[src/hdl/imc_pkg.sv]
// Constants shared by the I2C bus monitor and time-out status block.
// Assumes a 32-bit Avalon-MM register port and a 100 MHz function clock.
package imc_pkg;
    // ****************************************
    // Register map (byte addresses)
    // ****************************************
    localparam logic [4:0] ADDR_STATUS  = 5'h00;
    localparam logic [4:0] ADDR_INT_EN  = 5'h04;
    localparam logic [4:0] ADDR_CONFIG  = 5'h08;
    localparam logic [4:0] ADDR_TIMEOUT = 5'h0C;
    localparam logic [4:0] ADDR_MON_RX  = 5'h10;
    // ****************************************
    // Status bit positions
    // ****************************************
    localparam int BIT_MON_READY  = 6;
    localparam int BIT_MON_OVF    = 7;
    localparam int BIT_BUS_ACTIVE = 8;
    localparam int BIT_BUS_IDLE   = 9;
    localparam int BIT_EVT_TO     = 24;
    localparam int BIT_SCL_TO     = 25;
    // ****************************************
    // Configuration bits and reset values
    // ****************************************
    localparam int BIT_CFG_STRETCH = 0;
    localparam int BIT_CFG_TO_EN   = 1;
    localparam int TIMEOUT_W       = 16;
    localparam logic [31:0]          INT_EN_RESET  = 32'h0000_0000;
    localparam logic [1:0]           CONFIG_RESET  = 2'h0;
    localparam logic [TIMEOUT_W-1:0] TIMEOUT_RESET = 16'hFFFF;
    localparam logic [31:0] W1C_MASK = 32'h0300_0280;
    localparam logic [31:0] IRQ_MASK = 32'h0300_02C0;
    localparam logic [3:0]  LAST_DATA_BIT = 4'h7;
    localparam logic [3:0]  ACK_BIT       = 4'h8;
    typedef enum logic [1:0] {STR_FREE, STR_WAIT_LOW, STR_HOLD} imc_stretch_type;
endpackage

[src/hdl/imc_sync.sv]
// Two flip-flop synchroniser for a group of asynchronous levels.
// Assumes each bit is an independent level; no multi-bit coherence.
`timescale 1ns/10ps
module imc_sync #(
    parameter int W = 2
) (
    input  wire logic         clk,     // Function clock.
    input  wire logic         reset_n, // Asynchronous reset, active low.
    input  wire logic [W-1:0] async_i, // Levels from outside the domain.
    output logic      [W-1:0] sync_o   // Synchronised levels.
);
    genvar g;
    generate
        for (g = 0; g < W; g++) begin : g_bit
            logic meta_q;
            logic sync_q;
            always_ff @(posedge clk or negedge reset_n) begin
                if (!reset_n) begin
                    meta_q <= 1'b1;
                    sync_q <= 1'b1;
                end else begin
                    meta_q <= async_i[g];
                    sync_q <= meta_q;
                end
            end
            assign sync_o[g] = sync_q;
        end
    endgenerate
endmodule // imc_sync

[src/hdl/imc_gap_counter.sv]
// Interval counter that pulses once when a running interval exceeds a limit.
// Assumes restart and run come from logic on the same clock.
`timescale 1ns/10ps
module imc_gap_counter
    import imc_pkg::*;
(
    input  wire logic                 clk,      // Function clock.
    input  wire logic                 reset_n,  // Asynchronous reset, active low.
    input  wire logic                 run,      // Count this cycle.
    input  wire logic                 restart,  // Start a new interval.
    input  wire logic [TIMEOUT_W-1:0] limit,    // Allowed interval in cycles.
    output logic                      expired   // One-cycle pulse on overrun.
);
    logic [TIMEOUT_W:0] cnt_q, cnt_d;
    logic               exp_q, exp_d;

    // Saturating one above the limit keeps the pulse to one per interval.
    always_comb begin
        cnt_d = cnt_q;
        exp_d = 1'b0;
        if (restart) begin
            cnt_d = '0;
        end else if (run && cnt_q <= {1'b0, limit}) begin
            cnt_d = cnt_q + 1'b1;
            exp_d = (cnt_q == {1'b0, limit});
        end
    end

    always_ff @(posedge clk or negedge reset_n) begin
        if (!reset_n) begin
            cnt_q <= '0;
            exp_q <= 1'b0;
        end else begin
            cnt_q <= cnt_d;
            exp_q <= exp_d;
        end
    end

    assign expired = exp_q;
endmodule // imc_gap_counter

[src/hdl/imc_monitor.sv]
// I2C bus monitor with activity tracking, data capture and time-out flags.
// Assumes an Avalon-MM master on clk and an open-drain SCL/SDA bus outside.
//
// How it works
// - Overwriting unread captured data sets the overflow flag; write one clears it.
// - Overflow only without stretching; with stretching SCL is held low instead.
// - Bus-active bit 8 is one after a Start until a Stop; resets to zero.
// - Bus-went-idle bit 9 sets when the bus goes from active to inactive.
// - Idle flag with its enable bit set raises the interrupt output.
// - Writing one to bit 9 clears the idle flag until the next idle transition.
// - Event time-out bit 24 sets when the gap between bus events exceeds the limit while the bus is active.
// - Start, Stop and every SCL edge restart the event gap interval.
// - SCL held low never sets the event time-out flag.
// - SCL time-out bit 25 sets when SCL stays low beyond the limit.
// - Both time-out flags are sticky, reset to zero, cleared by writing one.
// - Monitor ready bit 6 shows waiting data; reading monitor data clears it unless a pending byte is loaded or a byte completes in that cycle.
//
// Decided for this implementation: the placing of the registers and register access over Avalon-MM.
`timescale 1ns/10ps
module imc_monitor
    import imc_pkg::*;
(
    input  wire logic        clk,           // 100 MHz function clock.
    input  wire logic        reset_n,       // Asynchronous reset, active low.
    input  wire logic [4:0]  address,       // Avalon byte address.
    input  wire logic        read,          // Avalon read request.
    input  wire logic        write,         // Avalon write request.
    input  wire logic [31:0] writedata,     // Avalon write data.
    input  wire logic [3:0]  byteenable,    // Avalon byte lanes.
    output logic      [31:0] readdata,      // Avalon read data.
    output logic             waitrequest,   // Avalon wait request.
    output logic             irq,           // Level interrupt, active high.
    input  wire logic        scl_in,        // SCL pin level.
    output logic             scl_out,       // SCL drive value, always low.
    output logic             scl_oe,        // SCL drive enable, high to pull low.
    input  wire logic        sda_in         // SDA pin level.
);
    // ****************************************
    // Bus pin sampling
    // ****************************************
    logic [1:0] pins_s;
    logic       scl_s, sda_s, scl_p_q, sda_p_q;
    logic       scl_rise, scl_fall, start_det, stop_det;

    imc_sync #(.W(2)) u_sync (
        .clk     (clk),
        .reset_n (reset_n),
        .async_i ({scl_in, sda_in}),
        .sync_o  (pins_s)
    );

    assign scl_s     = pins_s[1];
    assign sda_s     = pins_s[0];
    assign scl_rise  = scl_s & ~scl_p_q;
    assign scl_fall  = ~scl_s & scl_p_q;
    assign start_det = scl_s & scl_p_q & sda_p_q & ~sda_s;
    assign stop_det  = scl_s & scl_p_q & ~sda_p_q & sda_s;

    // ****************************************
    // Avalon slave handshake
    // ****************************************
    logic        ack_q, ack_d;
    logic [31:0] rdata_q, rdata_d;
    logic        req, wr_ack, rd_ack;
    logic [31:0] wmask;

    // One wait state: the request is answered at the second edge it is held.
    assign req         = read | write;
    assign waitrequest = req & ~ack_q;
    assign wr_ack      = write & ack_q;
    assign rd_ack      = read & ack_q;
    assign readdata    = rdata_q;
    assign wmask = {{8{byteenable[3]}}, {8{byteenable[2]}},
                    {8{byteenable[1]}}, {8{byteenable[0]}}};

    // ****************************************
    // Software registers and status
    // ****************************************
    logic [31:0]          int_en_q, int_en_d;
    logic [1:0]           cfg_q, cfg_d;
    logic [TIMEOUT_W-1:0] limit_q, limit_d;
    logic [31:0]          flags_q, flags_d;
    logic                 active_q, active_d;
    logic [7:0]           mon_data_q, mon_data_d;
    logic [7:0]           pend_q, pend_d;
    logic                 pend_v_q, pend_v_d;
    logic [7:0]           shift_q, shift_d;
    logic [3:0]           bit_q, bit_d;
    imc_stretch_type      str_q, str_d;
    logic                 evt_exp, low_exp, stretch, to_en;
    logic                 byte_done, data_read;
    logic [31:0]          status, set_v, clr_v;

    assign stretch   = cfg_q[BIT_CFG_STRETCH];
    assign to_en     = cfg_q[BIT_CFG_TO_EN];
    assign data_read = rd_ack && address == ADDR_MON_RX;
    assign byte_done = scl_rise && bit_q == LAST_DATA_BIT && active_q;

    // Reserved bits read as zero; bus-active is a live level.
    always_comb begin
        status                 = flags_q & (W1C_MASK | 32'h0000_0040);
        status[BIT_BUS_ACTIVE] = active_q;
    end

    // ****************************************
    // Time-out counters
    // ****************************************
    imc_gap_counter u_evt_gap (
        .clk     (clk),
        .reset_n (reset_n),
        .run     (to_en & active_q & scl_s),
        .restart (start_det | stop_det | scl_rise | scl_fall),
        .limit   (limit_q),
        .expired (evt_exp)
    );

    imc_gap_counter u_scl_low (
        .clk     (clk),
        .reset_n (reset_n),
        .run     (to_en & ~scl_s),
        .restart (scl_rise),
        .limit   (limit_q),
        .expired (low_exp)
    );

    // ****************************************
    // Next-state logic
    // ****************************************
    always_comb begin
        ack_d      = req & ~ack_q;
        rdata_d    = rdata_q;
        int_en_d   = int_en_q;
        cfg_d      = cfg_q;
        limit_d    = limit_q;
        active_d   = active_q;
        mon_data_d = mon_data_q;
        pend_d     = pend_q;
        pend_v_d   = pend_v_q;
        shift_d    = shift_q;
        bit_d      = bit_q;
        str_d      = str_q;
        set_v      = '0;
        clr_v      = '0;

        // Read data is prepared in the wait cycle and stands at the answer.
        if (read && !ack_q) begin
            case (address)
                ADDR_STATUS:  rdata_d = status;
                ADDR_INT_EN:  rdata_d = int_en_q & IRQ_MASK;
                ADDR_CONFIG:  rdata_d = {30'h0, cfg_q};
                ADDR_TIMEOUT: rdata_d = {16'h0, limit_q};
                ADDR_MON_RX:  rdata_d = {24'h0, mon_data_q};
                default:      rdata_d = 32'h0000_0000;
            endcase
        end

        if (wr_ack) begin
            case (address)
                ADDR_STATUS:  clr_v = writedata & wmask & W1C_MASK;
                ADDR_INT_EN:  int_en_d = (int_en_q & ~wmask) | (writedata & wmask & IRQ_MASK);
                ADDR_CONFIG:  begin
                    if (byteenable[0]) begin
                        cfg_d = writedata[1:0];
                    end
                end
                ADDR_TIMEOUT: limit_d = (limit_q & ~wmask[15:0]) | (writedata[15:0] & wmask[15:0]);
                default:      ;
            endcase
        end

        // Bus activity tracking.
        if (start_det) begin
            active_d = 1'b1;
        end else if (stop_det) begin
            active_d = 1'b0;
        end
        set_v[BIT_BUS_IDLE] = active_q & ~active_d;
        set_v[BIT_EVT_TO]   = evt_exp;
        set_v[BIT_SCL_TO]   = low_exp;

        // Byte capture: eight data bits, then the acknowledge bit is skipped.
        if (start_det) begin
            bit_d = 4'h0;
        end else if (scl_rise && active_q) begin
            shift_d = {shift_q[6:0], sda_s};
            bit_d   = (bit_q == ACK_BIT) ? 4'h0 : bit_q + 4'h1;
        end

        if (data_read) begin
            clr_v[BIT_MON_READY] = 1'b1;
            if (pend_v_q) begin
                mon_data_d = pend_q;
                pend_v_d   = 1'b0;
                set_v[BIT_MON_READY] = 1'b1;
            end
        end

        if (byte_done) begin
            if (flags_q[BIT_MON_READY] && !data_read && stretch) begin
                pend_d   = {shift_q[6:0], sda_s};
                pend_v_d = 1'b1;
            end else begin
                mon_data_d           = {shift_q[6:0], sda_s};
                set_v[BIT_MON_READY] = 1'b1;
                set_v[BIT_MON_OVF]   = flags_q[BIT_MON_READY] & ~data_read;
            end
        end

        // Stretching holds SCL low while a second byte waits for the reader.
        case (str_q)
            STR_FREE:     if (pend_v_d) str_d = STR_WAIT_LOW;
            STR_WAIT_LOW: begin
                if (!pend_v_d) begin
                    str_d = STR_FREE;
                end else if (scl_fall) begin
                    str_d = STR_HOLD;
                end
            end
            STR_HOLD:     if (!pend_v_d) str_d = STR_FREE;
            default:      str_d = STR_FREE;
        endcase
        if (stop_det) begin
            bit_d = 4'h0;
        end

        // A set in the same cycle as its clear wins.
        flags_d = ((flags_q & ~clr_v) | set_v) & (W1C_MASK | 32'h0000_0040);
    end

    // ****************************************
    // Registers
    // ****************************************
    always_ff @(posedge clk or negedge reset_n) begin
        if (!reset_n) begin
            scl_p_q    <= 1'b1;
            sda_p_q    <= 1'b1;
            ack_q      <= 1'b0;
            rdata_q    <= '0;
            int_en_q   <= INT_EN_RESET;
            cfg_q      <= CONFIG_RESET;
            limit_q    <= TIMEOUT_RESET;
            flags_q    <= '0;
            active_q   <= 1'b0;
            mon_data_q <= '0;
            pend_q     <= '0;
            pend_v_q   <= 1'b0;
            shift_q    <= '0;
            bit_q      <= '0;
            str_q      <= STR_FREE;
        end else begin
            scl_p_q    <= scl_s;
            sda_p_q    <= sda_s;
            ack_q      <= ack_d;
            rdata_q    <= rdata_d;
            int_en_q   <= int_en_d;
            cfg_q      <= cfg_d;
            limit_q    <= limit_d;
            flags_q    <= flags_d;
            active_q   <= active_d;
            mon_data_q <= mon_data_d;
            pend_q     <= pend_d;
            pend_v_q   <= pend_v_d;
            shift_q    <= shift_d;
            bit_q      <= bit_d;
            str_q      <= str_d;
        end
    end

    assign irq     = |(flags_q & int_en_q & IRQ_MASK);
    assign scl_out = 1'b0;
    assign scl_oe  = (str_q == STR_HOLD);
endmodule // imc_monitor

[config.mk]
export PLATFORM = sky130hd
export DESIGN_NAME = imc_monitor
export DESIGN_NICKNAME = d
export VERILOG_FILES = /design/src/hdl/imc_pkg.sv /design/src/hdl/imc_sync.sv /design/src/hdl/imc_gap_counter.sv /design/src/hdl/imc_monitor.sv
export SDC_FILE = /design/constraint.sdc
export NUM_CORES = 1
export LEC_CHECK = 0
export ABC_CLOCK_PERIOD_IN_PS = 2900
export BUFFER_PORTS_ARGS = -buffer_cell sky130_fd_sc_hd__buf_2
export CORE_UTILIZATION = 60
export DETAILED_ROUTE_END_ITERATION = 6
export GPL_TIMING_DRIVEN = 0
export PLACE_DENSITY = 0.81
export SLEW_MARGIN = 20
export SYNTH_ARGS = -nofsm -noshare
export SYNTH_HDL_FRONTEND = slang
export SYNTH_HIERARCHICAL = 1
export SYNTH_SLANG_ARGS = --single-unit
[constraint.sdc]
create_clock -name clk -period 2.9 [get_ports clk]
set_input_delay 0.435 -clock clk [delete_from_list [all_inputs] [get_ports clk]]
set_output_delay 0.435 -clock clk [all_outputs]
set_load 0.005 [all_outputs]
==> results.md, run 1 <==
- Result of the run: completed
- Vias per std cell: 6.19
- Yosys warns: 6
- Data required time at the worst endpoint: 3200 ps
- CP Data Arrival Time: 3030 ps
- Final critical-path share of the clock period: 0.939
- Post-placement cell area: 7940 um2
- Top Ports: 83
- Relative area change from synthesis to final layout: 15.0%
- Pin count of the biggest net entering global routing: 80
- Worst setup slack after placement: 118 ps
- Achievable clock frequency: 0.367 GHz
- Area share of the largest cell type after synthesis: 0.331
- Worst path max stage delay: 510 ps
- Cell type with the highest aggregate area in the netlist: sky130_fd_sc_hd__dfrtp_1
- Final Hold Vio Count: 0
- CTS tree: yes
- Max-slew headroom: 0.570
- Detailed Route WL: 17.9 mm
- Average size of a mapped cell: 10.0 um2
- Area occupied by registers: 3030 um2
- Top cells by area in the synthesized netlist: sky130_fd_sc_hd__dfrtp_1 (33%), sky130_fd_sc_hd__dfstp_2 (7.8%), sky130_fd_sc_hd__ha_1 (6.1%)
- Post-route standard cell area excluding fillers: 8520 um2
- Post-CTS repair timing setup buffer count: 0
- Number of flops mapped to enable cells by yosys: 0
- Cell breakdown of the critical path: buf_4, clkbuf_2, and3_1, nand4_1, nor2_1, nand2_1, o41ai_1, mux2_1
- CP startpoint kind: flip-flop
- Final setup TNS: 0 ps
- Via count of the routed design: 6110
- FF+latch count, synth: 120
- Mapped Area: 7410 um2
- Crit path max fanout: 9
- Horiz. Die Dim: 113 um
- RSZ-0062 raised after global routing: false
- Total area of multi-input combinational cells: 4000 um2
- Post-route non-filler standard cell count: 987
- Count of max-cap constraint violations: 0
- Leakage power summed over all cells: 4.15 nW
- Total grt overflow: 0
- Worst Setup Path Type: flip-flop to flip-flop
- Post-Synthesis Cells: 741
- Final Util: 0.710
- Remaining number of nets flagged by the antenna check after routing: 0
- Net total in the final layout: 910
- Number of I/O port buffers: 51
- Cell chosen for the clock root: sky130_fd_sc_hd__clkbuf_16
- Total clock buffers created by CTS: 17
- Kind of end point of the critical path: flip-flop
- Number of violations reported at the end of detailed-routing iteration 0: 684
- Tightest Hold Check Type: primary input to flip-flop
- Max stage delay cell, worst path: sky130_fd_sc_hd__dfstp_2
- DRT Pass-1 Iters: 6
- Diodes inserted: 0
- Setup violators final: 0
- Final clock skew: 4.26 ps
- GR Util All Layers: 0.300
- Final period demand of the worst path: 2720 ps
- Half-perimeter wire length after placement: 13.0 mm
- Number of placed instances, taps included: 954
- Global-route wire length before repair: 29.8 mm
- Y dimension of the die: 113 um
- Yosys cell types: 65
- Share of async-settable or async-resettable flops after synthesis: 1.00
- Fraction of final layout cells with drive strength greater than 1: 0.249
- Number of cell rows: 40
- Share of the yosys chip area belonging to registers: 0.409
- Placeable core region: 12000 um2
- Starting utilization of the core area: 0.617
- Max Buffers Root-to-Sink: 2
- DR DRC count: 0
- Most used flip-flop cell after synthesis: sky130_fd_sc_hd__dfrtp_1
- Number of global-route vias before repair: 5962
- Fillers: 862
- Worst skew pair latency: 430 ps
- Pins over their slew limit: 0
- Max H-tree Level: 4
- Clock-pin slew of the registers on the worst-case setup and hold paths: 60 ps
- Total die area: 12800 um2
- VDD IR-drop max: 0.436 mV
- Power per cell area: 543 nW/um2
- Post-DR wirelength/cell: 18.1 um
- Slew of the pin with the lowest slew margin: 645 ps
- Routability-driven placement congestion ratio: 0.963
- Clock sink total: 120
- Worst Setup Slack, final: 176 ps
- Initial antenna violation count: 0
==> logic make-up (layout without fill, tap and decap cells) <==
group                      Yosys count  in the layout  synth area share
xor gates and xnor gates             1              1           0.00118
muxes                               82             82             0.125
other                                1             15          0.000506
and+or+nand+nor                    303            303             0.220
adders and majority gates           36             36            0.0608
DFF                                120            120             0.409
AOI/OAI and AO/OA                  107            107             0.124
buffers and inverters               91            176            0.0599
==> placed cells by master (no fill, tap or decap), types with 14 or more instances in the layout <==
master / count
sky130_fd_sc_hd__dfrtp_1: 98
sky130_fd_sc_hd__nand2_1: 67
sky130_fd_sc_hd__nor2_1: 65
sky130_fd_sc_hd__buf_2: 56
sky130_fd_sc_hd__inv_1: 47
sky130_fd_sc_hd__mux2_1: 38
sky130_fd_sc_hd__mux2_2: 38
sky130_fd_sc_hd__ha_1: 36
sky130_fd_sc_hd__nor2b_1: 31
sky130_fd_sc_hd__nand4_1: 29
sky130_fd_sc_hd__nand3_1: 26
sky130_fd_sc_hd__nor3_1: 25
sky130_fd_sc_hd__and3_1: 22
sky130_fd_sc_hd__dfstp_2: 22
sky130_fd_sc_hd__buf_4: 17
sky130_fd_sc_hd__clkbuf_16: 17
sky130_fd_sc_hd__a22oi_1: 15
sky130_fd_sc_hd__clkbuf_1: 15
sky130_fd_sc_hd__conb_1: 15
sky130_fd_sc_hd__a21oi_1: 14
==> report_power, final <==
part	internal [mW]	switching, mW
Combinational	0.265	0.459
Sequential	1.77	0.0783
Clock	1.14	0.910
==> area by class of cell <==
cell class | instances | area share
clock buffer | 17 | 0.0499
multi-input combinational | 544 | 0.469
inverter | 47 | 0.0207
buffer | 44 | 0.0314
sequential | 120 | 0.356
timing repair buffer | 53 | 0.0351
clock inverter | 15 | 0.0170
tap | 147 | 0.0216
==> metal layers <==
metal / part of all wire / global-route usage / wire [um]
met1: 0.43 / 0.393 / 7660
met2: 0.48 / 0.490 / 8550
met3: 0.075 / 0.0627 / 1340
met4: 0.020 / 0.117 / 360
met5: 0 / 0 / 0
==> path summary, 6_finish.rpt <==
kind                                             start                endpoint  slack (ps)  cells after the start
worst max register to register  u_sync/g_bit[1].sync_q     u_evt_gap/cnt_q[11]         180                      8
max in group asynchronous                      reset_n               async pin        1650                      3
worst max-delay path            u_sync/g_bit[1].sync_q     u_evt_gap/cnt_q[11]         180                      8
worst min-delay path                            sda_in  u_sync/g_bit[0].meta_q         100                      1
worst min register to register  u_sync/g_bit[1].meta_q  u_sync/g_bit[1].sync_q         360                      0
min in group asynchronous                      reset_n             flags_q[24]         500                      2
==> per-stage QoR <==
stage          hold WS, ps  total power, mW
2_1_floorplan          139             2.34
3_3_place_gp           348             2.55
3_5_place_dp           347             2.58
4_1_cts               91.9             4.63
5_1_grt               87.3             4.80
6_report               103             4.62
==> cells in the mapped netlist, types with 4 or more instances <==
library cell	instances
sky130_fd_sc_hd__a21o_1	4
sky130_fd_sc_hd__a21oi_1	14
sky130_fd_sc_hd__a221oi_1	4
sky130_fd_sc_hd__a22oi_1	15
sky130_fd_sc_hd__a41o_1	10
sky130_fd_sc_hd__and2_1	6
sky130_fd_sc_hd__and3_1	22
sky130_fd_sc_hd__buf_2	6
sky130_fd_sc_hd__buf_4	17
sky130_fd_sc_hd__buf_6	4
sky130_fd_sc_hd__clkbuf_1	15
sky130_fd_sc_hd__dfrtp_1	98
sky130_fd_sc_hd__dfstp_2	22
sky130_fd_sc_hd__ha_1	36
sky130_fd_sc_hd__inv_1	47
sky130_fd_sc_hd__mux2_1	38
sky130_fd_sc_hd__mux2_2	38
sky130_fd_sc_hd__mux2i_1	4
sky130_fd_sc_hd__nand2_1	67
sky130_fd_sc_hd__nand2b_1	5
sky130_fd_sc_hd__nand3_1	26
sky130_fd_sc_hd__nand4_1	29
sky130_fd_sc_hd__nor2_1	66
sky130_fd_sc_hd__nor2b_1	32
sky130_fd_sc_hd__nor3_1	25
sky130_fd_sc_hd__o21a_1	4
sky130_fd_sc_hd__o21ai_0	13
sky130_fd_sc_hd__o311ai_0	6
sky130_fd_sc_hd__o41ai_2	12
==> critical path, delay by kind of cell (launching register included) <==
family | cells | cell delay, ps
buffers and inverters | 2 | 280
AO/OA/AOI/OAI | 1 | 290
flip-flops | 1 | 510
AND/OR/NAND/NOR | 4 | 1150
multiplexers | 1 | 360
==> repair_timing <==
action,4_1_cts,5_1_grt
gates resized for setup,0,2
setup endpoints to repair,0,6
hold buffers,1,0
endpoints found under the hold margin,41,0
Note: power is estimated with default switching activity, not from simulation.
==> run 2, diff against run 1 <==
MAX_ROUTING_LAYER = met4   (was unset)
SETUP_SLACK_MARGIN = 0.5   (was unset)
==> results.md, run 2 (synthesized netlist as in run 1, its figures left out) <==
- Result of the run: finished with violations
- Violations in the final reports: design-rule violations
- Fillers: 708
- Placeable core region: 12000 um2
- Global-route wire length before repair: 31.4 mm
- Family with the most delay on the worst path: compound AO/OA/AOI/OAI gates
- Number of global-route vias before repair: 6217
- Number of I/O port buffers: 51
- Kind of end point of the critical path: flip-flop
- VDD IR-drop max: 0.409 mV
- Remaining number of nets flagged by the antenna check after routing: 0
- Initial antenna violation count: 0
- Fraction of final layout cells with drive strength greater than 1: 0.340
- Number of placed instances, taps included: 954
- Final clock skew: 9.64 ps
- Routability-driven placement congestion ratio: 0.932
- Top Ports: 83
- Worst Setup Path Type: flip-flop to flip-flop
- Total die area: 12800 um2
- Post-route non-filler standard cell count: 1020
- CP Data Arrival Time: 2830 ps
- Worst skew pair latency: 420 ps
- Clock sink total: 120
- Hold Path Origin: scl_in
- Half-perimeter wire length after placement: 13.4 mm
- RSZ-0062 raised after global routing: true
- Final Hold Vio Count: 0
- Crit path max fanout: 4
- Max stage delay cell, worst path: sky130_fd_sc_hd__dfstp_2
- CTS tree: yes
- CP startpoint kind: flip-flop
- Total clock buffers created by CTS: 17
- Max H-tree Level: 4
- Slew of the pin with the lowest slew margin: 658 ps
- Number of violations reported at the end of detailed-routing iteration 0: 712
- Tightest Hold Check Type: primary input to flip-flop
- Worst path max stage delay: 600 ps
- Number of cell rows: 40
- Horiz. Die Dim: 113 um
- Buffers & Inverters on Critical Path: 1
- Cell breakdown of the critical path: inv_1, ha_1, and3_4, o21a_1, o21a_1, o41ai_1, mux2_1
- Relative area change from synthesis to final layout: 26.0%
- Via count of the routed design: 6538
- Most frequent standard cell in the layout excluding fill and tap cells: sky130_fd_sc_hd__dfrtp_1
- Diodes inserted: 0
- GR Util All Layers: 0.328
- Detailed Route WL: 20.6 mm
- Final setup TNS: 0 ps
- Data required time at the worst endpoint: 3200 ps
- Post-DR wirelength/cell: 20.2 um
- Commonest cells after routing, fill and taps aside: sky130_fd_sc_hd__dfrtp_1 (98), sky130_fd_sc_hd__nand2_1 (67), sky130_fd_sc_hd__nor2_1 (61)
- Total area of multi-input combinational cells: 4480 um2
- Net total in the final layout: 943
- Max Buffers Root-to-Sink: 2
- DR DRC count: 12
- Cell occurring most often along the worst timing path: sky130_fd_sc_hd__o21a_1
- Y dimension of the die: 113 um
- DRT Pass-1 Iters: 7
- Total grt overflow: 0
- Max-slew headroom: 0.562
- Power per cell area: 511 nW/um2
- Pins over their slew limit: 0
- Final critical-path share of the clock period: 0.875
- Final period demand of the worst path: 2540 ps
- Cell chosen for the clock root: sky130_fd_sc_hd__clkbuf_16
- Leakage power summed over all cells: 4.36 nW
- Area occupied by registers: 3030 um2
- Pin count of the biggest net entering global routing: 68
- Clock-pin slew of the registers on the worst-case setup and hold paths: 60 ps
- Achievable clock frequency: 0.394 GHz
- Setup violators final: 0
- Vias per std cell: 6.41
- Count of max-cap constraint violations: 0
- Starting utilization of the core area: 0.617
run 2: changes by cell type in the layout (fill, tap and decap cells not counted), moves of 7 or more:
| cell | delta |
|---|---|
| sky130_fd_sc_hd__buf_4 | +29 |
| sky130_fd_sc_hd__ha_1 | -12 |
| sky130_fd_sc_hd__ha_4 | +12 |
| sky130_fd_sc_hd__inv_8 | -7 |
| sky130_fd_sc_hd__mux2_1 | -13 |
| sky130_fd_sc_hd__mux2_4 | +13 |
| sky130_fd_sc_hd__o41ai_2 | -11 |
| sky130_fd_sc_hd__o41ai_4 | +12 |
run 2: layout make-up:
class                   count  share of cell area
multi-input cells         544               0.480
well taps                 147              0.0197
clock inverters            13              0.0131
clock buffers              19              0.0464
flip-flops and latches    120               0.324
plain buffers              44              0.0360
inverters                  47              0.0189
repair buffers             86              0.0615
run 2: power breakdown:
group | total [mW] | leakage [nW] | internal, mW | switching (mW)
clock | 1.99 | 0.260 | 1.18 | 0.807
combinational | 0.933 | 2.53 | 0.369 | 0.564
sequential | 1.85 | 1.58 | 1.77 | 0.0809
run 2: routing by layer:
| layer | part of all wire | track usage | vias to the layer above |
|---|---|---|---|
| met1 | 0.41 | 0.419 | 3183 |
| met2 | 0.48 | 0.512 | 378 |
| li1 | - | - | 2901 |
| met5 | 0 | - | - |
| met3 | 0.074 | 0.0627 | 76 |
| met4 | 0.034 | 0.138 | 0 |
run 2: path summary, 6_finish.rpt:
check | endpoint | slack [ps] | cells after the start
worst min-delay path | u_sync/g_bit[1].meta_q | 110 | 1
worst max-delay path | u_evt_gap/cnt_q[11] | 360 | 7
worst max register to register | u_evt_gap/cnt_q[11] | 360 | 7
max in group asynchronous | async pin | 1640 | 3
worst min register to register | u_sync/g_bit[1].sync_q | 360 | 0
min in group asynchronous | readdata[7] | 540 | 2
run 2: metrics by stage:
step | util | total power [mW] | hold WS [ps] | cell area, um2 | setup WS, ps
2_1_floorplan | - | 2.34 | 139 | 7460 | 599
3_3_place_gp | 0.658 | 2.55 | 347 | 7900 | -32.3
3_5_place_dp | 0.661 | 2.58 | 348 | 7940 | 75.4
4_1_cts | 0.748 | 4.67 | 94.6 | 8980 | 429
5_1_grt | 0.778 | 4.94 | 96.0 | 9340 | 307
6_report | 0.778 | 4.77 | 111 | 9340 | 363
run 2: repair_timing:
item | in CTS | in global routing
buffers inserted | 15 | 16
setup endpoints to repair | 36 | 40
resized for setup | 65 | 50
gates cloned | 1 | 1
pin swaps | 28 | 36
endpoints found under the hold margin | 45 | 0
hold buffers | 1 | 0
